$ cat config.mk
export PLATFORM = sky130hd
export DESIGN_NAME = jfc_top
export DESIGN_NICKNAME = d
export VERILOG_FILES = /design/src/common/jfc_pkg.sv /design/src/core/jfc_sync.sv /design/src/core/jfc_top.sv
export SDC_FILE = /design/constraint.sdc
export NUM_CORES = 1
export LEC_CHECK = 0
export ABC_AREA = 0
export CAP_MARGIN = 10
export CORE_MARGIN = 3
export CORE_UTILIZATION = 45
export DETAILED_ROUTE_END_ITERATION = 12
export DONT_BUFFER_PORTS = 1
export GPL_ROUTABILITY_DRIVEN = 0
export MAX_ROUTING_LAYER = met4
export PLACE_DENSITY = 0.61
export SKIP_LAST_GASP = 1
export SYNTH_ARGS = -nofsm -noshare
export SYNTH_HDL_FRONTEND = slang
export SYNTH_SLANG_ARGS = --single-unit
$ cat constraint.sdc
create_clock -name ref_clk_i -period 7.9 [get_ports ref_clk_i]
set_input_delay 1.58 -clock ref_clk_i [delete_from_list [all_inputs] [get_ports ref_clk_i]]
set_output_delay 1.58 -clock ref_clk_i [all_outputs]
set_load 0.05 [all_outputs]
$ cat src/common/jfc_pkg.sv
package jfc_pkg;
  // Clock rates
  localparam int CLK_PERIOD_PS = 4000;
  localparam int OUT_PERIOD_PS = 48000;
  localparam int HALF_NOM = OUT_PERIOD_PS / (2 * CLK_PERIOD_PS);
  // Elastic store
  localparam int PTR_W = 6;
  localparam int MEM_DEPTH = 32;
  localparam logic [5:0] DEPTH_LARGE = 6'h20;
  localparam logic [5:0] DEPTH_SMALL = 6'h10;
  localparam logic [5:0] ALARM_MARGIN = 6'h02;
  localparam logic [5:0] BW_WIDE_THR = 6'h01;
  localparam logic [5:0] PTR_ONE = 6'h01;
  // Serial interface framing: rw bit, 6 address bits, 8 data bits
  localparam int DATA_W = 8;
  localparam logic [3:0] CNT_ONE = 4'h1;
  localparam logic [3:0] HDR_LAST = 4'h6;
  localparam logic [3:0] DATA_LAST = 4'h7;
  localparam logic [3:0] DATA_END = 4'h8;
  localparam logic [3:0] CMD_REG_ADDR = 4'h0;
  localparam int CMD_DEPTH_BIT = 0;
  localparam int CMD_BW_BIT = 1;
  localparam int CMD_EDGE_BIT = 2;
  localparam int CMD_BYPASS_BIT = 3;
  localparam logic [7:0] CMD_RESET = 8'h00;
  // Local register port
  localparam int REG_ADDR_W = 4;
  localparam logic [3:0] REG_STATUS = 4'h0;
  localparam logic [3:0] REG_MASK = 4'h4;
  localparam logic [3:0] REG_LEVEL = 4'h8;
  localparam logic [3:0] REG_CMD_VIEW = 4'hC;
  localparam int EV_ALARM = 0;
  localparam int EV_OVF = 1;
  localparam int EV_UDF = 2;
  localparam int EV_W = 3;
  // Synchroniser lanes
  localparam int SY_JCLK = 0;
  localparam int SY_POS = 1;
  localparam int SY_NEG = 2;
  localparam int SY_CFG = 3;
  localparam int SY_FSS = 4;
  localparam int SY_EDGE = 5;
  localparam int SY_BWS = 6;
  localparam int SY_ADR1 = 7;
  localparam int SY_CSN = 8;
  localparam int SY_BYP = 9;
  localparam int SY_W = 10;

  typedef enum logic [1:0] {
    SER_IDLE = 2'b00,
    SER_HDR = 2'b01,
    SER_WDATA = 2'b11,
    SER_RDATA = 2'b10
  } jfc_ser_st_t;
endpackage

$ cat src/core/jfc_sync.sv
`timescale 1ns/1ps
`default_nettype none
module jfc_sync #(
  parameter int WIDTH = 1
) (
  // Clock and reset
  input wire logic ref_clk_i,
  input wire logic rst_i,
  // Asynchronous in, synchronous out
  input wire logic [WIDTH-1:0] async_i,
  output logic [WIDTH-1:0] sync_o
);
  genvar g;
  generate
    for (g = 0; g < WIDTH; g++) begin : g_bit
      logic meta_ff;
      logic stable_ff;
      always_ff @(posedge ref_clk_i or posedge rst_i) begin
        if (rst_i) begin
          meta_ff <= 1'b0;
          stable_ff <= 1'b0;
        end else begin
          meta_ff <= async_i[g];
          stable_ff <= meta_ff;
        end
      end
      assign sync_o[g] = stable_ff;
    end
  endgenerate
endmodule
`default_nettype wire

$ cat src/core/jfc_top.sv
// Local design decisions: the register offsets and the strobed register port.
`timescale 1ns/1ps
`default_nettype none
// Overview of operation
// - Hardware mode: depth pin high 32, low 16
// - Serial data in captured on clock rise
// - Serial data out changes on clock fall
// - Config select high enables serial interface
// - Host mode takes settings from command register
// - Config select low uses discrete pins
// - Alarm high within two of empty/full
// - Alarm widens bandwidth, stops attenuation
// - Alarm held at least one output period
// - Hardware mode: bandwidth pin high wide, low narrow
// - Host mode: bandwidth pin is address bit0
// - Edge select high samples falling, else rising
// - Reset recentres store, clears command register
// - Serial out released after read completes
module jfc_top
  import jfc_pkg::*;
#(
  parameter int HALF_NOM_P = HALF_NOM
) (
  // Clock and reset
  input wire logic ref_clk_i,
  input wire logic rst_i,
  // Jittery line side
  input wire logic jittery_clk_i,
  input wire logic jittery_pos_data_i,
  input wire logic jittery_neg_data_i,
  // Mode pins, shared with serial interface in host mode
  input wire logic config_source_select_i,
  input wire logic fifo_depth_select_i,
  input wire logic sample_edge_select_i,
  input wire logic jitter_bandwidth_select_i,
  input wire logic channel_address_bit1_i,
  input wire logic serial_if_select_n_i,
  input wire logic attenuation_bypass_i,
  output logic serial_if_data_out_o,
  output logic serial_if_data_out_oe_o,
  // Smoothed side
  output logic smoothed_out_clock_o,
  output logic smoothed_pos_data_o,
  output logic smoothed_neg_data_o,
  output logic fifo_level_alarm_o,
  // Register port
  input wire logic [REG_ADDR_W-1:0] reg_addr_i,
  input wire logic [7:0] reg_wdata_i,
  input wire logic reg_we_i,
  input wire logic reg_re_i,
  output logic [7:0] reg_rdata_o,
  output logic irq_o
);
  localparam logic [3:0] HALF_SEL = 4'(HALF_NOM_P);
  localparam logic [4:0] ALARM_HOLD = 5'(2 * HALF_NOM_P + 2);
  localparam int OUT_PERIOD_CYC = 2 * HALF_NOM_P;

  ////////////////////////////////////////////////////////////////////////
  logic [SY_W-1:0] s;
  jfc_sync #(.WIDTH(SY_W)) u_sync (
    .ref_clk_i(ref_clk_i),
    .rst_i(rst_i),
    .async_i({attenuation_bypass_i, serial_if_select_n_i, channel_address_bit1_i,
              jitter_bandwidth_select_i, sample_edge_select_i, fifo_depth_select_i,
              config_source_select_i, jittery_neg_data_i, jittery_pos_data_i,
              jittery_clk_i}),
    .sync_o(s)
  );

  logic jclk_d_ff;
  logic sclk_d_ff;
  always_ff @(posedge ref_clk_i or posedge rst_i) begin
    if (rst_i) begin
      jclk_d_ff <= 1'b0;
      sclk_d_ff <= 1'b0;
    end else begin
      jclk_d_ff <= s[SY_JCLK];
      sclk_d_ff <= s[SY_FSS];
    end
  end

  logic host;
  logic csn;
  logic s_rise;
  logic s_fall;
  logic j_rise;
  logic j_fall;
  logic [7:0] cmd_ff;
  logic depth32;
  logic bw_wide;
  logic edge_sel;
  logic bypass;
  assign host = s[SY_CFG];
  assign csn = s[SY_CSN];
  assign s_rise = s[SY_FSS] & ~sclk_d_ff;
  assign s_fall = ~s[SY_FSS] & sclk_d_ff;
  assign j_rise = s[SY_JCLK] & ~jclk_d_ff;
  assign j_fall = ~s[SY_JCLK] & jclk_d_ff;
  // Pins lose their meaning in host mode; command bits take over
  assign depth32 = host ? cmd_ff[CMD_DEPTH_BIT] : s[SY_FSS];
  assign bw_wide = host ? cmd_ff[CMD_BW_BIT] : s[SY_BWS];
  assign edge_sel = host ? cmd_ff[CMD_EDGE_BIT] : s[SY_EDGE];
  assign bypass = host ? cmd_ff[CMD_BYPASS_BIT] : s[SY_BYP];

  ////////////////////////////////////////////////////////////////////////
  // Serial command interface
  jfc_ser_st_t ser_st_ff, nxt_ser_st;
  logic [3:0] bit_cnt_ff, nxt_bit_cnt;
  logic [6:0] hdr_ff, nxt_hdr;
  logic [7:0] dat_ff, nxt_dat;
  logic [7:0] nxt_cmd;
  logic sdo_ff, nxt_sdo;
  logic sdo_oe_ff, nxt_sdo_oe;

  function automatic logic hdr_match(input logic [6:0] h, input logic a1, input logic a0);
    hdr_match = (h[5:4] == {a1, a0}) && (h[3:0] == CMD_REG_ADDR);
  endfunction

  always_comb begin
    nxt_ser_st = ser_st_ff;
    nxt_bit_cnt = bit_cnt_ff;
    nxt_hdr = hdr_ff;
    nxt_dat = dat_ff;
    nxt_cmd = cmd_ff;
    nxt_sdo = sdo_ff;
    nxt_sdo_oe = sdo_oe_ff;
    if (!host || csn) begin
      nxt_ser_st = SER_IDLE;
      nxt_bit_cnt = 4'h0;
      nxt_sdo_oe = 1'b0;
    end else begin
      unique case (ser_st_ff)
        SER_IDLE: begin
          if (s_rise) begin
            nxt_hdr = {hdr_ff[5:0], s[SY_EDGE]};
            nxt_bit_cnt = CNT_ONE;
            nxt_ser_st = SER_HDR;
          end
        end
        SER_HDR: begin
          if (s_rise) begin
            nxt_hdr = {hdr_ff[5:0], s[SY_EDGE]};
            nxt_bit_cnt = bit_cnt_ff + CNT_ONE;
            if (bit_cnt_ff == HDR_LAST) begin
              nxt_bit_cnt = 4'h0;
              if (hdr_ff[5]) begin
                nxt_ser_st = SER_RDATA;
                nxt_dat = hdr_match(nxt_hdr, s[SY_ADR1], s[SY_BWS]) ? cmd_ff : 8'h00;
              end else begin
                nxt_ser_st = SER_WDATA;
              end
            end
          end
        end
        SER_WDATA: begin
          if (s_rise) begin
            nxt_dat = {dat_ff[6:0], s[SY_EDGE]};
            nxt_bit_cnt = bit_cnt_ff + CNT_ONE;
            if (bit_cnt_ff == DATA_LAST) begin
              nxt_ser_st = SER_IDLE;
              nxt_bit_cnt = 4'h0;
              if (hdr_match(hdr_ff, s[SY_ADR1], s[SY_BWS])) begin
                nxt_cmd = nxt_dat;
              end
            end
          end
        end
        SER_RDATA: begin
          if (s_fall) begin
            if (bit_cnt_ff == DATA_END) begin
              nxt_sdo_oe = 1'b0;
              nxt_ser_st = SER_IDLE;
              nxt_bit_cnt = 4'h0;
            end else begin
              nxt_sdo = dat_ff[DATA_W-1];
              nxt_dat = {dat_ff[6:0], 1'b0};
              nxt_sdo_oe = 1'b1;
              nxt_bit_cnt = bit_cnt_ff + CNT_ONE;
            end
          end
        end
      endcase
    end
  end

  always_ff @(posedge ref_clk_i or posedge rst_i) begin
    if (rst_i) begin
      ser_st_ff <= SER_IDLE;
      bit_cnt_ff <= 4'h0;
      hdr_ff <= 7'h00;
      dat_ff <= 8'h00;
      cmd_ff <= CMD_RESET;
      sdo_ff <= 1'b0;
      sdo_oe_ff <= 1'b0;
    end else begin
      ser_st_ff <= nxt_ser_st;
      bit_cnt_ff <= nxt_bit_cnt;
      hdr_ff <= nxt_hdr;
      dat_ff <= nxt_dat;
      cmd_ff <= nxt_cmd;
      sdo_ff <= nxt_sdo;
      sdo_oe_ff <= nxt_sdo_oe;
    end
  end
  assign serial_if_data_out_o = sdo_ff;
  assign serial_if_data_out_oe_o = sdo_oe_ff;

  ////////////////////////////////////////////////////////////////////////
  // Elastic store and smoothed clock
  logic [1:0] mem [MEM_DEPTH];
  logic [PTR_W-1:0] wr_ptr_ff, nxt_wr_ptr, rd_ptr_ff, nxt_rd_ptr;
  logic recenter_ff, nxt_recenter, depth32_d_ff;
  logic [3:0] div_ff, nxt_div, half_sel;
  logic oclk_ff, nxt_oclk, opos_ff, nxt_opos, oneg_ff, nxt_oneg;
  logic [4:0] alarm_cnt_ff, nxt_alarm_cnt;
  logic alarm_ff, nxt_alarm;
  logic [PTR_W-1:0] level, depth, centre, thr;
  logic near, tick, o_rise, o_fall, wr_ev, rd_ev, wr_do, ovf, udf;

  always_comb begin
    level = wr_ptr_ff - rd_ptr_ff;
    depth = depth32 ? DEPTH_LARGE : DEPTH_SMALL;
    centre = depth >> 1;
    near = !bypass && !recenter_ff &&
           ((level <= ALARM_MARGIN) || (level >= depth - ALARM_MARGIN));
    // Alarm forces the fastest correction, giving up attenuation
    thr = (bw_wide || near) ? BW_WIDE_THR : (depth >> 2);
    if (level > centre + thr) begin
      half_sel = HALF_SEL - 4'h1;
    end else if (level + thr < centre) begin
      half_sel = HALF_SEL + 4'h1;
    end else begin
      half_sel = HALF_SEL;
    end
    tick = (div_ff >= half_sel - 4'h1);
    nxt_div = tick ? 4'h0 : div_ff + 4'h1;
    o_rise = tick & ~oclk_ff;
    o_fall = tick & oclk_ff;
    wr_ev = edge_sel ? j_fall : j_rise;
    rd_ev = edge_sel ? o_rise : o_fall;
    nxt_oclk = tick ? ~oclk_ff : oclk_ff;
    nxt_opos = opos_ff;
    nxt_oneg = oneg_ff;
    nxt_wr_ptr = wr_ptr_ff;
    nxt_rd_ptr = rd_ptr_ff;
    nxt_recenter = 1'b0;
    wr_do = 1'b0;
    ovf = 1'b0;
    udf = 1'b0;
    if (bypass) begin
      nxt_oclk = s[SY_JCLK];
      nxt_opos = s[SY_POS];
      nxt_oneg = s[SY_NEG];
      nxt_recenter = 1'b1;
    end else if (recenter_ff || depth32 != depth32_d_ff) begin
      nxt_wr_ptr = rd_ptr_ff + centre;
    end else begin
      if (wr_ev) begin
        if (level < depth) begin
          wr_do = 1'b1;
          nxt_wr_ptr = wr_ptr_ff + PTR_ONE;
        end else begin
          ovf = 1'b1;
        end
      end
      if (rd_ev) begin
        if (level != 6'h00) begin
          {nxt_opos, nxt_oneg} = mem[rd_ptr_ff[4:0]];
          nxt_rd_ptr = rd_ptr_ff + PTR_ONE;
        end else begin
          udf = 1'b1;
        end
      end
    end
    // Stretch so a short excursion still spans a whole output period
    nxt_alarm_cnt = near ? ALARM_HOLD : (alarm_cnt_ff != 5'h00 ? alarm_cnt_ff - 5'h01 : 5'h00);
    nxt_alarm = near || (alarm_cnt_ff != 5'h00);
  end

  always_ff @(posedge ref_clk_i) begin
    if (wr_do) begin
      mem[wr_ptr_ff[4:0]] <= {s[SY_POS], s[SY_NEG]};
    end
  end

  always_ff @(posedge ref_clk_i or posedge rst_i) begin
    if (rst_i) begin
      wr_ptr_ff <= 6'h00;
      rd_ptr_ff <= 6'h00;
      recenter_ff <= 1'b1;
      depth32_d_ff <= 1'b0;
      div_ff <= 4'h0;
      oclk_ff <= 1'b0;
      opos_ff <= 1'b0;
      oneg_ff <= 1'b0;
      alarm_cnt_ff <= 5'h00;
      alarm_ff <= 1'b0;
    end else begin
      wr_ptr_ff <= nxt_wr_ptr;
      rd_ptr_ff <= nxt_rd_ptr;
      recenter_ff <= nxt_recenter;
      depth32_d_ff <= depth32;
      div_ff <= nxt_div;
      oclk_ff <= nxt_oclk;
      opos_ff <= nxt_opos;
      oneg_ff <= nxt_oneg;
      alarm_cnt_ff <= nxt_alarm_cnt;
      alarm_ff <= nxt_alarm;
    end
  end
  assign smoothed_out_clock_o = oclk_ff;
  assign smoothed_pos_data_o = opos_ff;
  assign smoothed_neg_data_o = oneg_ff;
  assign fifo_level_alarm_o = alarm_ff;

  ////////////////////////////////////////////////////////////////////////
  // Status, mask and interrupt
  logic [EV_W-1:0] status_ff, nxt_status, mask_ff, nxt_mask;
  logic [7:0] rdata_ff, nxt_rdata;
  logic irq_ff, nxt_irq;

  always_comb begin
    nxt_mask = (reg_we_i && reg_addr_i == REG_MASK) ? reg_wdata_i[EV_W-1:0] : mask_ff;
    // A new event in the reading cycle survives the clear
    nxt_status = (reg_re_i && reg_addr_i == REG_STATUS) ? '0 : status_ff;
    nxt_status[EV_ALARM] = nxt_status[EV_ALARM] | (nxt_alarm & ~alarm_ff);
    nxt_status[EV_OVF] = nxt_status[EV_OVF] | ovf;
    nxt_status[EV_UDF] = nxt_status[EV_UDF] | udf;
    nxt_irq = |(nxt_status & nxt_mask);
    nxt_rdata = 8'h00;
    if (reg_re_i) begin
      unique case (reg_addr_i)
        REG_STATUS: nxt_rdata = {5'h00, status_ff};
        REG_MASK: nxt_rdata = {5'h00, mask_ff};
        REG_LEVEL: nxt_rdata = {host, bypass, level};
        REG_CMD_VIEW: nxt_rdata = cmd_ff;
        default: nxt_rdata = 8'h00;
      endcase
    end
  end

  always_ff @(posedge ref_clk_i or posedge rst_i) begin
    if (rst_i) begin
      status_ff <= '0;
      mask_ff <= '0;
      rdata_ff <= 8'h00;
      irq_ff <= 1'b0;
    end else begin
      status_ff <= nxt_status;
      mask_ff <= nxt_mask;
      rdata_ff <= nxt_rdata;
      irq_ff <= nxt_irq;
    end
  end
  assign reg_rdata_o = rdata_ff;
  assign irq_o = irq_ff;

  ////////////////////////////////////////////////////////////////////////
  logic [7:0] alarm_run_ff;
  always_ff @(posedge ref_clk_i or posedge rst_i) begin
    if (rst_i) begin
      alarm_run_ff <= 8'h00;
    end else if (!alarm_ff) begin
      alarm_run_ff <= 8'h00;
    end else if (alarm_run_ff != 8'hFF) begin
      alarm_run_ff <= alarm_run_ff + 8'h01;
    end
  end
endmodule
`default_nettype wire

* Yosys cells after proc, flatten, opt, wreduce, memory -nomap -nowiden
Memories as Yosys holds them, arrays and structs flattened.
Cells that the tools add are included.
** Storage, ports and cells
- Flip-flop bits (word level) :: 94
- Bits in writable memories :: 64
- Bits of input ports :: 26
- Memories :: 1
** Cells by class
- $add $sub $neg :: 11
- Magnitude comparators :: 6
- Equal/unequal tests :: 26
- Multiplexer cells :: 76
- Bitwise gates (word level) :: 21
- Reductions and logical operators :: 40
** Memories
- mem :: depth 32, width 2, rd ports 1, clocked after memory_dff 0, wr ports 1, RTL line jfc_top.sv:210 : logic [1:0] mem [MEM_DEPTH];
** Operators by type and width (count)
- 8-bit two-way mux :: 8
- 4-bit two-way mux :: 10
- 1-bit two-way mux :: 37
- 8-bit case mux with 4 select lines :: 1
- 6-bit two-way mux :: 4
- 8-bit case mux with 3 select lines :: 1
- 3-bit != test, second input constant :: 7
- 2-bit two-way mux :: 9
- 4-bit case mux with 4 select lines :: 1
- 2-bit != test, second input constant :: 7
- 2-bit nonzero test :: 7
- 6-bit by 1-bit adder with 6-bit output, second input constant :: 2
- 4-bit by 3-bit == test with 1-bit output, second input constant :: 3
- 4-bit == test, second input constant :: 3
- 4-bit zero test :: 3
- 4-bit AND reduction :: 3
- 5-bit two-way mux :: 2
- 1-bit NOT :: 10
- 3-bit AND reduction :: 3
- 4-bit by 1-bit adder with 4-bit output, second input constant :: 2
- 2-bit case mux with 4 select lines :: 1
- 8-bit AND reduction :: 1
- 1-bit bitwise AND :: 7
- 7-bit AND reduction :: 1
- other kinds (31) :: 47

* Depth between registers and ports, before layout
- Depth in word-level cells :: 22
- Gate-level depth with buffers :: 27

* Modules after synthesis
From an unflattened synthesis, not the netlist that was laid out.
** Second synthesis, totals
- Cells, all modules :: 621
- Area, all modules :: 7596.0 um^2
** Modules (own cells, without submodules)
- jfc_top :: instances 1, cells an instance 590, area each 7016.7 um^2
- jfc_sync :: instances 1, cells an instance 31, area each 579.3 um^2

* Worst setup path after synthesis
No wires, ideal clock.
- Path type :: register to register
- From :: register rd_ptr_ff[3]
- To :: register rd_ptr_ff[1]
- Setup time :: 0.128 ns
- Data arrival time :: 5.548 ns
- Data required time :: 7.772 ns
- Path slack :: 2.224 ns
- Cell stages (with the launch flop) :: 26
- Buffers on the path :: 1
- Clock period less this slack :: 5.676 ns
- Path through :: dfrtp_1 clkbuf_1 inv_1 ha_1 a21oi_1 nand2_1 xnor2_2 ha_1 a41oi_1 a311o_4 nand3_1 ha_1 inv_1 a31oi_1 o21bai_1 xor2_1 ha_1 o21ai_0 nand2b_1 or3_1 ha_1 a211o_1 o2111a_1 nand2_1 a21oi_2 mux2_1
** Between the ends
- Word-level cells in the longest chain between the ends :: 15
** RTL lines
- start, declared :: RTL line jfc_top.sv:211 : logic [PTR_W-1:0] wr_ptr_ff, nxt_wr_ptr, rd_ptr_ff, nxt_rd_ptr;
- start signal, assigned :: RTL line jfc_top.sv:300 : rd_ptr_ff <= nxt_rd_ptr;
- 6-bit subtractor (*) :: RTL line jfc_top.sv:221 : level = wr_ptr_ff - rd_ptr_ff;
- 6-bit by 2-bit less-or-equal comparator with 1-bit output / 6-bit greater-or-equal comparator (equally long branches) :: RTL line jfc_top.sv:225 : ((level <= ALARM_MARGIN) || (level >= depth - ALARM_MARGIN));
- 1-bit logical OR :: RTL line jfc_top.sv:225
- 1-bit logical AND :: RTL line jfc_top.sv:224 : near = !bypass && !recenter_ff &&
- 1-bit logical OR :: RTL line jfc_top.sv:227 : thr = (bw_wide || near) ? BW_WIDE_THR : (depth >> 2);
- 4-bit two-way mux :: RTL line jfc_top.sv:227
- 6-bit by 4-bit adder with 6-bit output :: RTL line jfc_top.sv:230 : end else if (level + thr < centre) begin
- 6-bit by 5-bit < comparator with 1-bit output :: RTL line jfc_top.sv:230
- 1-bit two-way mux :: RTL line jfc_top.sv:230
- 2-bit two-way mux :: RTL line jfc_top.sv:228 : if (level > centre + thr) begin
- 4-bit by 1-bit subtractor with 4-bit output :: RTL line jfc_top.sv:235 : tick = (div_ff >= half_sel - 4'h1);
- 4-bit greater-or-equal comparator :: RTL line jfc_top.sv:235
- 1-bit bitwise AND (on tied branches) :: RTL line jfc_top.sv:238, jfc_top.sv:237
- 1-bit two-way mux :: RTL line jfc_top.sv:240 : rd_ev = edge_sel ? o_rise : o_fall;
- 4-bit AND reduction (no source line) (*)
Mark *: on every way between the ends. The rest lies on a longest branch, timed or not.
A chain may end at the register's enable or synchronous reset.

* Worst setup path after layout
- From :: register rd_ptr_ff[0]
- To :: register rd_ptr_ff[1]
** Between the ends
- Word-level cells in the longest chain between the ends :: 15
** RTL lines (RTL line)
- 6-bit subtractor :: jfc_top.sv:221
- 6-bit by 2-bit less-or-equal comparator with 1-bit output / 6-bit greater-or-equal comparator (equally long branches) :: jfc_top.sv:225
- 1-bit logical OR :: jfc_top.sv:225
- 1-bit logical AND :: jfc_top.sv:224
- 1-bit logical OR :: jfc_top.sv:227
- 4-bit two-way mux :: jfc_top.sv:227
- 6-bit by 4-bit adder with 6-bit output :: jfc_top.sv:230
- 6-bit by 5-bit < comparator with 1-bit output :: jfc_top.sv:230
- 1-bit two-way mux :: jfc_top.sv:230
- 2-bit two-way mux :: jfc_top.sv:228
- 4-bit by 1-bit subtractor with 4-bit output :: jfc_top.sv:235
- 4-bit greater-or-equal comparator :: jfc_top.sv:235
- 1-bit bitwise AND (on tied branches) :: jfc_top.sv:238, jfc_top.sv:237
- 1-bit two-way mux :: jfc_top.sv:240
- 4-bit AND reduction (no source line)
Parallel ways exist; a longest one is shown, timed or not.

==> flow_summary_export.csv <==
group,metric,value,unit
status,outcome,"finished, final reports clean",
yosys,ys_seq_area_share,56.59,%
clock_network,clkTransAtPathRegs,0.07,ns
grt,grt_pass1_wl,25140,um
power_and_ir_drop,leakage,3.299,nW
clock_network,cts_root_buf,"clkbuf_16",
floorplanning,die_x,135.6,um
sta,worstMarginPinSlew,1.022,ns
yosys,synth_flop_cell,"dfrtp_1",
route,wl,15040,um
route,ant_nets,0,
worst_setup_path,startpoint_type,"flop",
worst_setup_path,endpoint_kind,"flop",
sta,final.min_clock_period,6.451,ns
final_layout,final_common_cell,"dfrtp_1",
worst_setup_path,cp.arrival,6.77,ns
run,cap_violations,0,
floorplanning,core-area,16170,um2
route,drc_errors,0,
power_and_ir_drop,power_density,327.7,nW/um2
clock_network,clock-sinks,158,
sta,drv_slew,0,
clock_network,htree_levels,4,
floorplanning,die_area,18380,um2
final_layout,final_cell_mix,"dfrtp_1 (93), edfxtp_1 (64), nor2_1 (62), nand2_1 (50), ha_1 (29)",
worst_hold_path,holdPathStages,0,
floorplanning,start_util,46.71,%
placed_design,port_buffers,0,
yosys,ys_types,75,
final_layout,fin_util,51.76,%
yosys,synth_edf_count,64,
grt,grt_max_degree,58,
worst_setup_path,cp_max_fo,21,
sta,whs,0.3436,ns
clock_network,cts_tree,"built",
route,vias_per_cell,5.649,
final_layout,drive_above_1_share,16.26,%
clock_network,ctsLongestPathBuffers,2,
yosys,synth_area,7555,um2
yosys,async_flop_share,59.49,%
floorplanning,io_pins,41,
clock_network,post_cts_buffers,0,
final_layout,fin_nets,665,
sta,finalHoldViolCount,0,
route,dr.pass1.iters,4,
clock_network,clk_latency,0.43,ns
worst_setup_path,path_class,"flop to flop",
sta,relSlewSlack,31.83,%
route,vias,4728,
yosys,syn-instance-count,601,
sta,max_freq,155.0,MHz
placed_design,dp_hpwl,10270,um
yosys,syn-num-nets,658,
grt,grt_antenna_before_repair,0,
grt,grt_pass1_vias,4896,
power_and_ir_drop,p_total,2.743,mW
clock_network,cts_made_buffers,17,
sta,fin_skew,0.009630,ns
grt,gr-total-overflow,0,
route,first_iter_violations,231,
clock_network,ctsResizeCount,0,
sta,fin_crit_sh,81.66,%
sta,fin_ws,1.449,ns
final_layout,num_antenna_cells,0,
yosys,yosys_warnings,0,
sta,finalSetupViolCount,0,
floorplanning,die_y,135.6,um
final_layout,syn_to_final_growth,10.80,%
placed_design,pre_cts_ws,1.415,ns
clock_network,hold_buffers,0,
worst_hold_path,hold_class,"flop to flop",
route,drt-wirelength-per-cell,17.96,um
grt,grt_usage,18.08,%
yosys,yosys_register_bits,158,
sta,tns,0,ns
yosys,syn_area_per_cell,12.57,um2
sta,rsz0062_at_grt,"no",
worst_setup_path,reg2reg_depth,26,
power_and_ir_drop,ir_worst_vdd,0.2837,mV
floorplanning,std_cell_rows,46,
worst_setup_path,cp.required,8.21,ns
-- Yosys cell counts (3+ instances only) --
master    number  area, um2
nand2b_1       9      56.30
nand3b_1       5      37.54
nand3_1       21      105.1
o22ai_1        5      31.28
ha_1          29      362.9
and3_1         3      18.77
a22oi_1       10      75.07
or3_1          6      37.54
edfxtp_1      64       1922
nand2_1       50      187.7
a31oi_1        3      18.77
nand4_1        5      31.28
a211oi_1       3      22.52
inv_1         25      93.84
a41oi_1        4      35.03
and2_1         6      37.54
o21ai_0       20      100.1
nor2_1        62      232.7
nor3_1         6      30.03
mux2_2        20      225.2
clkbuf_1      15      56.30
nor2b_1        9      56.30
a21oi_1       18      90.09
buf_2          3      15.01
mux2i_1       11      110.1
xnor2_1       11      96.34
xor2_1         8      70.07
mux4_2        19      427.9
dfrtp_1       93       2327
a21o_1         3      22.52
-- metal layers --
metal  part of all wire (%)  wire length [um]  up-vias  global-route usage, %
met5                      0                 0        -                      -
met4                    1.5               227        0                  5.991
met3                    3.5               522       20                  3.789
met2                     51              7645       98                  29.98
met1                     44              6639     2382                  22.26
li1                       -                 -     2228                      -
-- path summary, 6_finish.rpt --
check | start | endpoint | slack, ns
max in group asynchronous | rst_i | reg_rdata_o[1] | 5.79
min in group asynchronous | rst_i | u_sync.g_bit[1].stable_ff | 1.04
worst max-delay path | rd_ptr_ff[0] | rd_ptr_ff[1] | 1.45
worst min register to register | u_sync.g_bit[7].meta_ff | u_sync.g_bit[7].stable_ff | 0.34
worst max register to register | rd_ptr_ff[0] | rd_ptr_ff[1] | 1.45
worst min-delay path | u_sync.g_bit[7].meta_ff | u_sync.g_bit[7].stable_ff | 0.34
-- final cells by class --
class	count	area (um2)
fill	1380	7802
tap	216	270.3
clock buffer	17	425.4
sequential	158	4275
timing repair buffer	7	52.55
multi-input combinational	398	3103
clock inverter	15	143.9
inverter	26	100.1
-- cell families (layout without fill, tap and decap cells) --
family / after synthesis / count (layout) / synth area share (%)
AND/OR/NAND/NOR: 196 / 196 / 12.70
flip-flops: 158 / 158 / 56.59
AO/OA/AOI/OAI: 97 / 97 / 9.639
multiplexers: 52 / 52 / 10.55
buffers and inverters: 45 / 65 / 2.335
adder cells (fa/ha/maj): 31 / 31 / 5.333
XOR/XNOR: 22 / 22 / 2.849
-- where the power goes --
part | switching (mW) | internal, mW
clock | 0.373 | 0.419
combinational | 0.492 | 0.399
sequential | 0.130 | 0.930
-- flip-flops by register name, indices dropped and copies added (netlist names), 5 cells and up --
signal	flops
alarm_cnt_ff	5
cmd_ff	8
dat_ff	8
hdr_ff	6
mem	64
rd_ptr_ff	6
reg_rdata_o	8
u_sync.g_bit.meta_ff	10
u_sync.g_bit.stable_ff	10
wr_ptr_ff	6
-- critical path, stage by stage, from the launching register on --
cell	delay (ns)
dfrtp_1	0.32
buf_4	0.36
ha_1	0.24
inv_1	0.05
fa_1	0.40
nand3_1	0.20
nand2_1	0.12
xnor2_2	0.42
ha_1	0.32
a41oi_1	0.30
a311o_4	0.32
nand3_1	0.14
ha_1	0.32
inv_1	0.04
a31oi_1	0.24
o21bai_1	0.13
xor2_1	0.15
ha_1	0.28
o21ai_0	0.08
nand2b_1	0.09
or3_1	0.35
ha_1	0.28
a211o_1	0.13
o2111a_1	0.37
nand2_1	0.15
a21oi_2	0.18
mux2_1	0.34
-- per-stage QoR --
step                      area [um2]  cells
final                           8371    837
after global routing            8371    837
after CTS                       8371    837
after detailed placement        7801    805
after global placement          7801    805
after floorplan                 7555    601
Note: power is estimated with default switching activity, not from simulation.
